===== config.mk =====
export PLATFORM = sky130hd
export DESIGN_NAME = smc_memctl
export DESIGN_NICKNAME = d
export VERILOG_FILES = /design/src/rtl/smc_pkg.sv /design/src/rtl/smc_tlb_if.sv /design/src/rtl/smc_tlb_valid.sv /design/src/rtl/smc_seg_file.sv /design/src/rtl/smc_memctl.sv
export VERILOG_INCLUDE_DIRS = /design/src /design/src/rtl
export SDC_FILE = /design/constraint.sdc
export NUM_CORES = 2
export LEC_CHECK = 0
export ABC_AREA = 1
export BUFFER_PORTS_ARGS = -buffer_cell sky130_fd_sc_hd__buf_2
export CORE_ASPECT_RATIO = 0.8
export CORE_MARGIN = 5
export CORE_UTILIZATION = 60
export DETAILED_ROUTE_END_ITERATION = 8
export PLACE_DENSITY = 0.8
export SETUP_SLACK_MARGIN = 0.4
export SLEW_MARGIN = 5
export SYNTH_ARGS = -nofsm -noshare
export SYNTH_HDL_FRONTEND = slang
export SYNTH_SLANG_ARGS = --single-unit

===== constraint.sdc =====
create_clock -name clk -period 2.9 [get_ports clk]
set_clock_uncertainty 0.2 [all_clocks]
set_input_delay 0.58 -clock clk [delete_from_list [all_inputs] [get_ports clk]]
set_output_delay 0.58 -clock clk [all_outputs]
set_load 0.03 [all_outputs]

===== src/rtl/smc_defines.svh =====
// smc_defines.svh: offsets, field positions and reset values of the memory control block
// assumes inclusion by bare name from the rtl files of the block
`ifndef SMC_DEFINES_SVH
`define SMC_DEFINES_SVH

// register offsets (word index on the plain register port)
`define SMC_OFF_CONFIG    4'h0
`define SMC_OFF_STATUS    4'h1
`define SMC_OFF_MASK      4'h2
`define SMC_OFF_MACHSTATE 4'h3
`define SMC_OFF_LASTEA    4'h4
`define SMC_OFF_SEGBASE   4'h8

// config register fields
`define SMC_CFG_BCAST     0
`define SMC_CFG_SHADOW    1
`define SMC_CFG_DCDIS     2
`define SMC_CFG_DCLOCK    3

// machine state fields
`define SMC_MS_DTRANS     0
`define SMC_MS_ITRANS     1

// status and mask fields
`define SMC_ST_DONE       0
`define SMC_ST_DSI        1
`define SMC_ST_ILLEGAL    2
`define SMC_ST_SYNCDONE   3
`define SMC_ST_WIDTH      4

// segment register layout: direct-store bit
`define SMC_SEG_DSTORE    31

// index field of the translation entry invalidate (bits 14..19 big-endian = 17..12)
`define SMC_TLB_IDX_LO    12
`define SMC_TLB_IDX_HI    17

// segment select, top nibble of the effective address
`define SMC_SEG_SEL_LO    28

`define SMC_ZERO32        32'h0000_0000
`define SMC_ZERO4         4'h0
`define SMC_ZERO2         2'h0

`endif


===== src/rtl/smc_pkg.sv =====
// smc_pkg.sv: types shared by the memory control block files
// assumes smc_defines.svh is reachable on the include path
package smc_pkg;
  typedef enum logic [2:0]
  {
    SMC_OP_DBLKINV,
    SMC_OP_SEGWR,
    SMC_OP_SEGRD,
    SMC_OP_TLBINV,
    SMC_OP_TLBSYNC,
    SMC_OP_TLBINVALL
  } smc_op_t;

  typedef enum logic [1:0]
  {
    SMC_FLT_NONE,
    SMC_FLT_BLOCK,
    SMC_FLT_PAGE
  } smc_fault_t;
endpackage


===== src/rtl/smc_tlb_if.sv =====
// smc_tlb_if.sv: carries invalidate requests from the sequencer to the buffer model
// assumes one clock domain shared by both ends
`timescale 1ns/100ps
`default_nettype none
interface smc_tlb_if #(parameter int IDXW = 6);
  logic            invStb;   // one-cycle invalidate pulse
  logic [IDXW-1:0] invIdx;   // set index to clear
  logic [IDXW-1:0] probeIdx; // index looked up for a status read
  logic [3:0]      probeVal; // valid bits of both ways in both buffers

  modport seq (output invStb, output invIdx, output probeIdx, input probeVal);
  modport buf_ (input invStb, input invIdx, input probeIdx, output probeVal);
endinterface
`default_nettype wire


===== src/rtl/smc_tlb_valid.sv =====
// smc_tlb_valid.sv: valid bits of the instruction and data translation buffers
// assumes fills arrive on fillStb from the table walker outside this block
`timescale 1ns/100ps
`default_nettype none
`include "smc_defines.svh"
module smc_tlb_valid
  import smc_pkg::*;
#(
  parameter int SETS = 64
)
(
  input  wire logic      clk,      // core clock
  input  wire logic      resetn,   // async reset, active low
  input  wire logic      fillStb,  // mark one way valid
  input  wire logic [5:0] fillIdx, // set of the fill
  input  wire logic [1:0] fillWay, // bit0 way, bit1 data side
  smc_tlb_if.buf_        tlb       // invalidate port
);
  // two ways of two buffers per set
  logic [3:0] valid_reg [SETS];

  // invalidate wins over a fill to the same set: stale entries must go
  always_ff @(posedge clk or negedge resetn)
  begin
    if (!resetn)
    begin
      for (int i = 0; i < SETS; i++)
        valid_reg[i] <= `SMC_ZERO4;
    end
    else
    begin
      if (fillStb)
        valid_reg[fillIdx][fillWay] <= 1'b1;
      if (tlb.invStb)
        valid_reg[tlb.invIdx] <= `SMC_ZERO4;
    end
  end

  assign tlb.probeVal = valid_reg[tlb.probeIdx];
endmodule
`default_nettype wire


===== src/rtl/smc_seg_file.sv =====
// smc_seg_file.sv: sixteen segment registers plus shadow copies in the fetch side
// assumes writes come from the sequencer, one per cycle
`timescale 1ns/100ps
`default_nettype none
`include "smc_defines.svh"
module smc_seg_file
  import smc_pkg::*;
(
  input  wire logic        clk,      // core clock
  input  wire logic        resetn,   // async reset, active low
  input  wire logic        wrStb,    // segment write
  input  wire logic [3:0]  wrSel,    // segment number
  input  wire logic [31:0] wrData,   // new descriptor
  input  wire logic [3:0]  rdSel,    // read segment number
  input  wire logic        rdShadow, // pick the shadow copy
  output logic      [31:0] rdData,   // selected descriptor
  input  wire logic [3:0]  chkSel,   // segment of a cache op address
  output logic             chkDirect // that segment is direct-store
);
  logic [31:0] seg_reg [16];
  logic [31:0] shadow_reg [16];

  // both copies update together; shadow only diverges by its read path
  always_ff @(posedge clk or negedge resetn)
  begin
    if (!resetn)
    begin
      for (int i = 0; i < 16; i++)
      begin
        seg_reg[i]    <= `SMC_ZERO32;
        shadow_reg[i] <= `SMC_ZERO32;
      end
    end
    else if (wrStb)
    begin
      seg_reg[wrSel]    <= wrData;
      shadow_reg[wrSel] <= wrData;
    end
  end

  assign rdData    = rdShadow ? shadow_reg[rdSel] : seg_reg[rdSel];
  assign chkDirect = seg_reg[chkSel][`SMC_SEG_DSTORE];
endmodule
`default_nettype wire


===== src/rtl/smc_memctl.sv =====
// smc_memctl.sv: supervisor memory control operations and their register port
// assumes the cache, translation lookup and bus are outside and answer in the same cycle
//
// Added by the designer: the address map and the plain strobed port.
`timescale 1ns/100ps
`default_nettype none
`include "smc_defines.svh"

module smc_memctl
  import smc_pkg::*;
(
  input  wire logic        clk,                 // core clock, 200 MHz
  input  wire logic        resetn,              // async reset, active low
  input  wire logic        opValid,             // operation offered
  output logic             opReady,             // operation accepted
  input  wire smc_op_t     opCode,              // which operation
  input  wire logic [31:0] opAddr,              // effective address
  input  wire logic [31:0] opData,              // segment write data
  input  wire logic [3:0]  opSeg,               // direct segment number
  input  wire logic        opIndirect,          // segment from address top
  output logic             doneStb,             // operation finished
  output logic [31:0]      resultData,          // segment read result
  output logic             faultDsi,            // storage fault pulse
  output logic             faultIllegal,        // illegal op fault pulse
  output logic [31:0]      xlateAddr,           // address to translate
  output logic             xlateStore,          // translation is a store
  output logic             xlateReq,            // translation lookup pulse
  input  wire logic        xlateBlockViol,      // block array protection hit
  input  wire logic        xlatePageViol,       // page protection hit
  input  wire logic [31:0] xlatePhys,           // physical address
  output logic             cacheLookup,         // data cache probe pulse
  output logic [31:0]      cacheAddr,           // physical address probed
  input  wire logic        cacheHit,            // probe hit
  output logic             cacheInvalidate,     // mark hit block invalid
  output logic             busBcast,            // broadcast the invalidate
  output logic [31:0]      busAddr,             // broadcast address
  input  wire logic        invalidate_sync_input, // external sync busy
  input  wire logic        fillStb,             // buffer fill from walker
  input  wire logic [5:0]  fillIdx,             // fill set
  input  wire logic [1:0]  fillWay,             // fill way and side
  input  wire logic [3:0]  regAddr,             // register index
  input  wire logic [31:0] regWdata,            // register write data
  input  wire logic        regWr,               // write strobe
  input  wire logic        regRd,               // read strobe
  output logic [31:0]      regRdata,            // read data, next cycle
  output logic             irq                  // level interrupt
);
  typedef enum logic [2:0] {S_IDLE, S_XLATE, S_PROBE, S_SYNC} smc_state_t;

  smc_state_t state_reg;
  smc_op_t    op_reg;
  logic [31:0] addr_reg, phys_reg;
  logic [3:0]  config_reg, status_reg, mask_reg;
  logic [1:0]  machstate_reg;
  logic [31:0] lastEa_reg;
  logic [3:0]  evSet;
  logic [31:0] segRd;
  logic        segDirect;
  logic [3:0]  rdSel;

  smc_tlb_if #(.IDXW(6)) tlb ();

  function automatic logic [3:0] seg_of(input logic [31:0] a);
    seg_of = a[31:`SMC_SEG_SEL_LO];
  endfunction

  smc_tlb_valid #(.SETS(64)) u_tlb
  (
    .clk     (clk),
    .resetn  (resetn),
    .fillStb (fillStb),
    .fillIdx (fillIdx),
    .fillWay (fillWay),
    .tlb     (tlb)
  );

  assign rdSel = opIndirect ? seg_of(opAddr) : opSeg;

  // translation enables never reach this file: moves behave the same either way
  smc_seg_file u_seg
  (
    .clk       (clk),
    .resetn    (resetn),
    .wrStb     (opValid && opReady && opCode == SMC_OP_SEGWR),
    .wrSel     (rdSel),
    .wrData    (opData),
    .rdSel     (rdSel),
    .rdShadow  (config_reg[`SMC_CFG_SHADOW]),
    .rdData    (segRd),
    .chkSel    (seg_of(addr_reg)),
    .chkDirect (segDirect)
  );

  assign opReady = (state_reg == S_IDLE);
  wire accept = opValid && opReady;

  // translation entry invalidate acts in the accept cycle, enables ignored
  assign tlb.invStb = accept && opCode == SMC_OP_TLBINV;
  assign tlb.invIdx = opAddr[`SMC_TLB_IDX_HI:`SMC_TLB_IDX_LO];
  assign tlb.probeIdx = lastEa_reg[`SMC_TLB_IDX_HI:`SMC_TLB_IDX_LO];

  // operation sequencer
  always_ff @(posedge clk or negedge resetn)
  begin
    if (!resetn)
    begin
      state_reg <= S_IDLE;
      op_reg    <= SMC_OP_DBLKINV;
      addr_reg  <= `SMC_ZERO32;
      phys_reg  <= `SMC_ZERO32;
    end
    else
    begin
      case (state_reg)
        S_IDLE:
        begin
          if (accept)
          begin
            op_reg   <= opCode;
            addr_reg <= opAddr;
            if (opCode == SMC_OP_DBLKINV)
              state_reg <= S_XLATE;
            else if (opCode == SMC_OP_TLBSYNC)
              state_reg <= S_SYNC;
          end
        end
        S_XLATE:
        begin
          // direct-store segments drop out before any lookup
          if (segDirect || xlateBlockViol || xlatePageViol)
            state_reg <= S_IDLE;
          else
          begin
            phys_reg  <= xlatePhys;
            state_reg <= S_PROBE;
          end
        end
        S_PROBE:
          state_reg <= S_IDLE;
        S_SYNC:
          if (!invalidate_sync_input)
            state_reg <= S_IDLE;
        default:
          state_reg <= S_IDLE;
      endcase
    end
  end

  // translation request: treated as a store
  assign xlateReq   = (state_reg == S_XLATE) && !segDirect;
  assign xlateAddr  = addr_reg;
  assign xlateStore = 1'b1;

  // cache probe ignores disable and lock bits on purpose
  assign cacheLookup     = (state_reg == S_PROBE);
  assign cacheAddr       = phys_reg;
  // only a hit invalidates; a miss still broadcasts when the broadcast bit is set
  assign cacheInvalidate = cacheLookup && cacheHit;

  // result, fault and broadcast outputs from flip-flops
  always_ff @(posedge clk or negedge resetn)
  begin
    if (!resetn)
    begin
      doneStb      <= 1'b0;
      resultData   <= `SMC_ZERO32;
      faultDsi     <= 1'b0;
      faultIllegal <= 1'b0;
      busBcast     <= 1'b0;
      busAddr      <= `SMC_ZERO32;
    end
    else
    begin
      doneStb      <= 1'b0;
      faultDsi     <= 1'b0;
      faultIllegal <= 1'b0;
      busBcast     <= 1'b0;
      if (accept && opCode == SMC_OP_SEGRD)
        resultData <= segRd;
      if (accept && opCode == SMC_OP_TLBINVALL)
        faultIllegal <= 1'b1;
      // block fault and page fault both end as a storage fault; block checked first
      if (state_reg == S_XLATE && !segDirect && (xlateBlockViol || xlatePageViol))
        faultDsi <= 1'b1;
      if (cacheLookup && config_reg[`SMC_CFG_BCAST])
      begin
        busBcast <= 1'b1;
        busAddr  <= phys_reg;
      end
      if ((accept && opCode != SMC_OP_DBLKINV && opCode != SMC_OP_TLBSYNC)
          || (state_reg == S_XLATE && (segDirect || xlateBlockViol || xlatePageViol))
          || cacheLookup
          || (state_reg == S_SYNC && !invalidate_sync_input))
        doneStb <= 1'b1;
    end
  end

  // fault class latched for software: block-level fault outranks page-level
  smc_fault_t lastFault_reg;
  always_ff @(posedge clk or negedge resetn)
  begin
    if (!resetn)
      lastFault_reg <= SMC_FLT_NONE;
    else if (state_reg == S_XLATE && !segDirect)
    begin
      if (xlateBlockViol)
        lastFault_reg <= SMC_FLT_BLOCK;
      else if (xlatePageViol)
        lastFault_reg <= SMC_FLT_PAGE;
    end
  end

  // last accepted address, kept for the status view
  always_ff @(posedge clk or negedge resetn)
  begin
    if (!resetn)
      lastEa_reg <= `SMC_ZERO32;
    else if (accept)
      lastEa_reg <= opAddr;
  end

  // events feeding the sticky status bits
  always_comb
  begin
    evSet = `SMC_ZERO4;
    evSet[`SMC_ST_DONE]     = doneStb;
    evSet[`SMC_ST_DSI]      = faultDsi;
    evSet[`SMC_ST_ILLEGAL]  = faultIllegal;
    evSet[`SMC_ST_SYNCDONE] = doneStb && op_reg == SMC_OP_TLBSYNC;
  end

  // config, mask and machine state writes
  always_ff @(posedge clk or negedge resetn)
  begin
    if (!resetn)
    begin
      config_reg    <= `SMC_ZERO4;
      mask_reg      <= `SMC_ZERO4;
      machstate_reg <= `SMC_ZERO2;
    end
    else if (regWr)
    begin
      if (regAddr == `SMC_OFF_CONFIG)
        config_reg <= regWdata[3:0];
      if (regAddr == `SMC_OFF_MASK)
        mask_reg <= regWdata[3:0];
      if (regAddr == `SMC_OFF_MACHSTATE)
        machstate_reg <= regWdata[1:0];
    end
  end

  // sticky status, write one to clear; a new event wins over the clear
  always_ff @(posedge clk or negedge resetn)
  begin
    if (!resetn)
      status_reg <= `SMC_ZERO4;
    else if (regWr && regAddr == `SMC_OFF_STATUS)
      status_reg <= (status_reg & ~regWdata[3:0]) | evSet;
    else
      status_reg <= status_reg | evSet;
  end

  assign irq = |(status_reg & mask_reg);

  // read port: data stands one cycle after the strobe, zero otherwise
  always_ff @(posedge clk or negedge resetn)
  begin
    if (!resetn)
      regRdata <= `SMC_ZERO32;
    else if (regRd)
    begin
      case (regAddr)
        `SMC_OFF_CONFIG:    regRdata <= {28'h0000000, config_reg};
        `SMC_OFF_STATUS:    regRdata <= {28'h0000000, status_reg};
        `SMC_OFF_MASK:      regRdata <= {28'h0000000, mask_reg};
        `SMC_OFF_MACHSTATE: regRdata <= {30'h00000000, machstate_reg};
        `SMC_OFF_LASTEA:    regRdata <= lastEa_reg;
        `SMC_OFF_SEGBASE:   regRdata <= {22'h000000, state_reg, lastFault_reg,
                                         tlb.probeVal, invalidate_sync_input};
        default:            regRdata <= `SMC_ZERO32;
      endcase
    end
    else
      regRdata <= `SMC_ZERO32;
  end
endmodule
`default_nettype wire


==> results.md <==
* Final Max Slew Viols at 0
* CTS Sinks at roughly 950
* Setup TNS at 0 ns
* Worst-Skew Late Latency at 0.68 ns
* Final Total Pwr at 0.0398 W
* Syn Inst Count at 5449
* Grt total ovfl at 0
* Post-synthesis cell type count at 31
* CP max-delay cell: dfrtp_2
* Initial drt markers at 5391
* Critical path data arrival time at 2.03 ns
* DR pass1 iterations at 7
* Fmax at 356 MHz
* Post-route insts no fill at 6775
* DRC viols at 0
* Mapped cell area at 42900 um^2
* Row count at 87
* Pwr per Cell Area at 784 nW/um^2
* Global-route wire length before repair at 208000 um
* Max reg flops at 320
* Hold Path Class: input port to register
* Clk root buf: clkbuf_16
* Final wirelength at approximately 140000 um
* Die area at 76900 um^2
* Placed wire-length estimate at 80500 um
* CTS tree: built
* GPL Wtd Cong at 0.945
* Seq/Total Area, Yosys at 55.6%
* Avg Synthesized Cell Area at 7.87 um^2
* CP Cell Sequence: buf_4 > o21ai_1 > nand3_1 > nand3_1 > nand2_2 > inv_2 > nand2_2 > inv_2 > buf_6
* GRT Resource Usage Total at roughly a third
* Slew @ Worst Pin at 1.17 ns
* Flops & latches, synth at 953
* Number of nets with antenna violations after routing at 0
* Path depth of the worst reg2reg path at 13
* CP max stage delay at 0.42 ns
* Ports at around 330
* Initial Util at 60.7%
* Vias per cell at 5.87
* Core Box Area at a little over 70000 um^2
* Hold violation total from the final report at 0
* RSZ-0062 raised after global routing: true
* Num CTS Buffers at 92
* Bufs on Longest Clock Path at 3
* Min cycle time layout at ~2.8 ns
* CP startpoint kind: register
* YS warnings at 0
* Worst EP required at 2.12 ns
* Placed instance count at 6518
* Layout cells sized above 1 at 12.0%
* Synthesized Nets at 5607
* CP max FO at 8
* H-tree Lvls at 3
* Hold depth at 3
* CTS clk-pin slew, worst paths at 0.06 ns
* Die height at 249 um
* Final Util at 71.8%
* Status: completed
* Pleak at 26.2 nW
* Final period util at slightly below 100%
* Antenna violations before repair at 12
* Final setup fails at 0
* CP endpoint kind: output port
* Max cap viols at 0
* Post-DR wirelength/cell at approximately 20 um
* Path type of the worst setup path: register to output port
* Slew HR at 21.7%
* IR drop worst, VDD at about 500 uV
* Largest net degree at the start of global routing at 113
* Layout area overhead at 18.4%
* Nets at 5918
* Die X at 309 um
* Number of global-route vias before repair at 38000
* Total vias in the final route at between 30000 and 40000
* Port buffer count at 298
-- stage by stage --
stage               area [um^2]  hold WS [ns]  setup slack [ns]
floorplan                 42900        0.0844             0.477
global placement          46400         0.246             0.243
detailed placement        46400         0.253             0.145
CTS                       50400       0.00189            0.0831
global route              50700        0.0130            0.0143
finish                    50800        0.0225            0.0921
-- kinds of logic (layout without fill, tap and decap cells) --
kind of cell | after synthesis | count (layout) | share of synthesized area [%]
AO/OA/AOI/OAI | 1223 | 1223 | 14.6
buffers and inverters | 742 | 1127 | 6.52
flip-flops | 953 | 953 | 55.6
other | 1 | 8 | 0.00875
AND/OR/NAND/NOR | 2530 | 2530 | 23.3
-- critical path: cells and delay by family (launching register included) --
family,cells,cell delay (ns)
compound gates,1,0.18
buf+inv,4,0.43
flops,1,0.42
simple gates,4,0.33
-- routing by layer --
layer / GRT usage, % / wire, um / vias to the layer above
met2: 51.6 / 59800 / 2412
met1: 46.4 / 53100 / 18900
li1: - / - / 18000
met4: 13.8 / 5920 / 10
met5: 0 / 67 / -
met3: 8.93 / 16700 / 404
-- cell type report --
cell class	instances	area, um^2
Timing Repair inverter	1	8.76
Sequential cell	953	23900
Fill cell	5211	19900
Clock inverter	45	592
Inverter	411	1580
Clock buffer	123	2600
Tap cell	934	1170
Multi-Input combinational cell	3754	16400
Timing Repair Buffer	547	4510
Antenna cell	7	17.5
-- timing repair --
| action | 4_1_cts | 5_1_grt |
|---|---|---|
| gates resized for setup | 30 | 39 |
| pin swaps | 7 | 8 |
| cloned | 2 | 8 |
| hold endpoints to repair | 145 | 0 |
| hold buffers | 63 | 0 |
| buffers inserted | 3 | 6 |
| setup endpoints to repair | 234 | 513 |
-- cells in the final DEF (no fill, tap or decap), drive strengths merged, types with 2 or more instances in the layout --
cell type	synthesis	final
nand2	1407	1407
o21ai	1132	1132
dfrtp	953	953
nor2	799	799
buf	22	475
inv	405	409
nand3	266	266
clkbuf	309	130
dlygate4sd3	0	63
a21oi	44	44
nor3	35	35
a21boi	32	32
clkinv	6	31
nand4	12	12
bufinv	0	11
nor4	9	9
diode	0	7
clkinvlp	0	6
o211ai	6	6
a221oi	4	4
o22ai	2	2
or2	2	2
bufbuf	0	2
-- Yosys cell counts (all sizes together) --
| library cell | count | area, um^2 |
|---|---|---|
| buf | 22 | 93.8 |
| o21a | 1 | 7.51 |
| or2 | 2 | 12.5 |
| a221oi | 4 | 35.0 |
| nor3 | 35 | 196 |
| nand2 | 1407 | 5280 |
| o41ai | 1 | 8.76 |
| clkinv | 6 | 22.5 |
| clkbuf | 309 | 1160 |
| o21ai | 1132 | 5670 |
| conb | 1 | 3.75 |
| nand3 | 266 | 1330 |
| dfrtp | 953 | 23800 |
| a21boi | 32 | 240 |
| a31oi | 1 | 6.26 |
| nor4 | 9 | 62.6 |
| inv | 405 | 1520 |
| a21oi | 44 | 220 |
| nand4 | 12 | 75.1 |
| o211ai | 6 | 45.0 |
| nor2 | 799 | 3020 |
| o22ai | 2 | 12.5 |
-- power by group --
| part | internal (W) | leakage [nW] | switching (W) |
|---|---|---|---|
| clock | 0.00733 | 1.57 | 0.00535 |
| sequential | 0.0153 | 12.9 | 0.00141 |
| combinational | 0.00316 | 11.8 | 0.00727 |
-- path summary, 6_finish.rpt --
kind | from | endpoint | slack, ns
max | lastEa_reg[28] | xlateReq | 0.09
min reg2reg | busAddr[13] | busAddr[13] | 0.27
min | xlatePhys[22] | cacheAddr[22] | 0.02
max reg2reg | state_reg[1] | u_seg.seg_reg[230] | 0.38
max in group asynchronous | resetn | lastEa_reg[29] | 1.28
min in group asynchronous | resetn | u_tlb.valid_reg[93] | 0.23
Power figures use the tool's default switching activity.
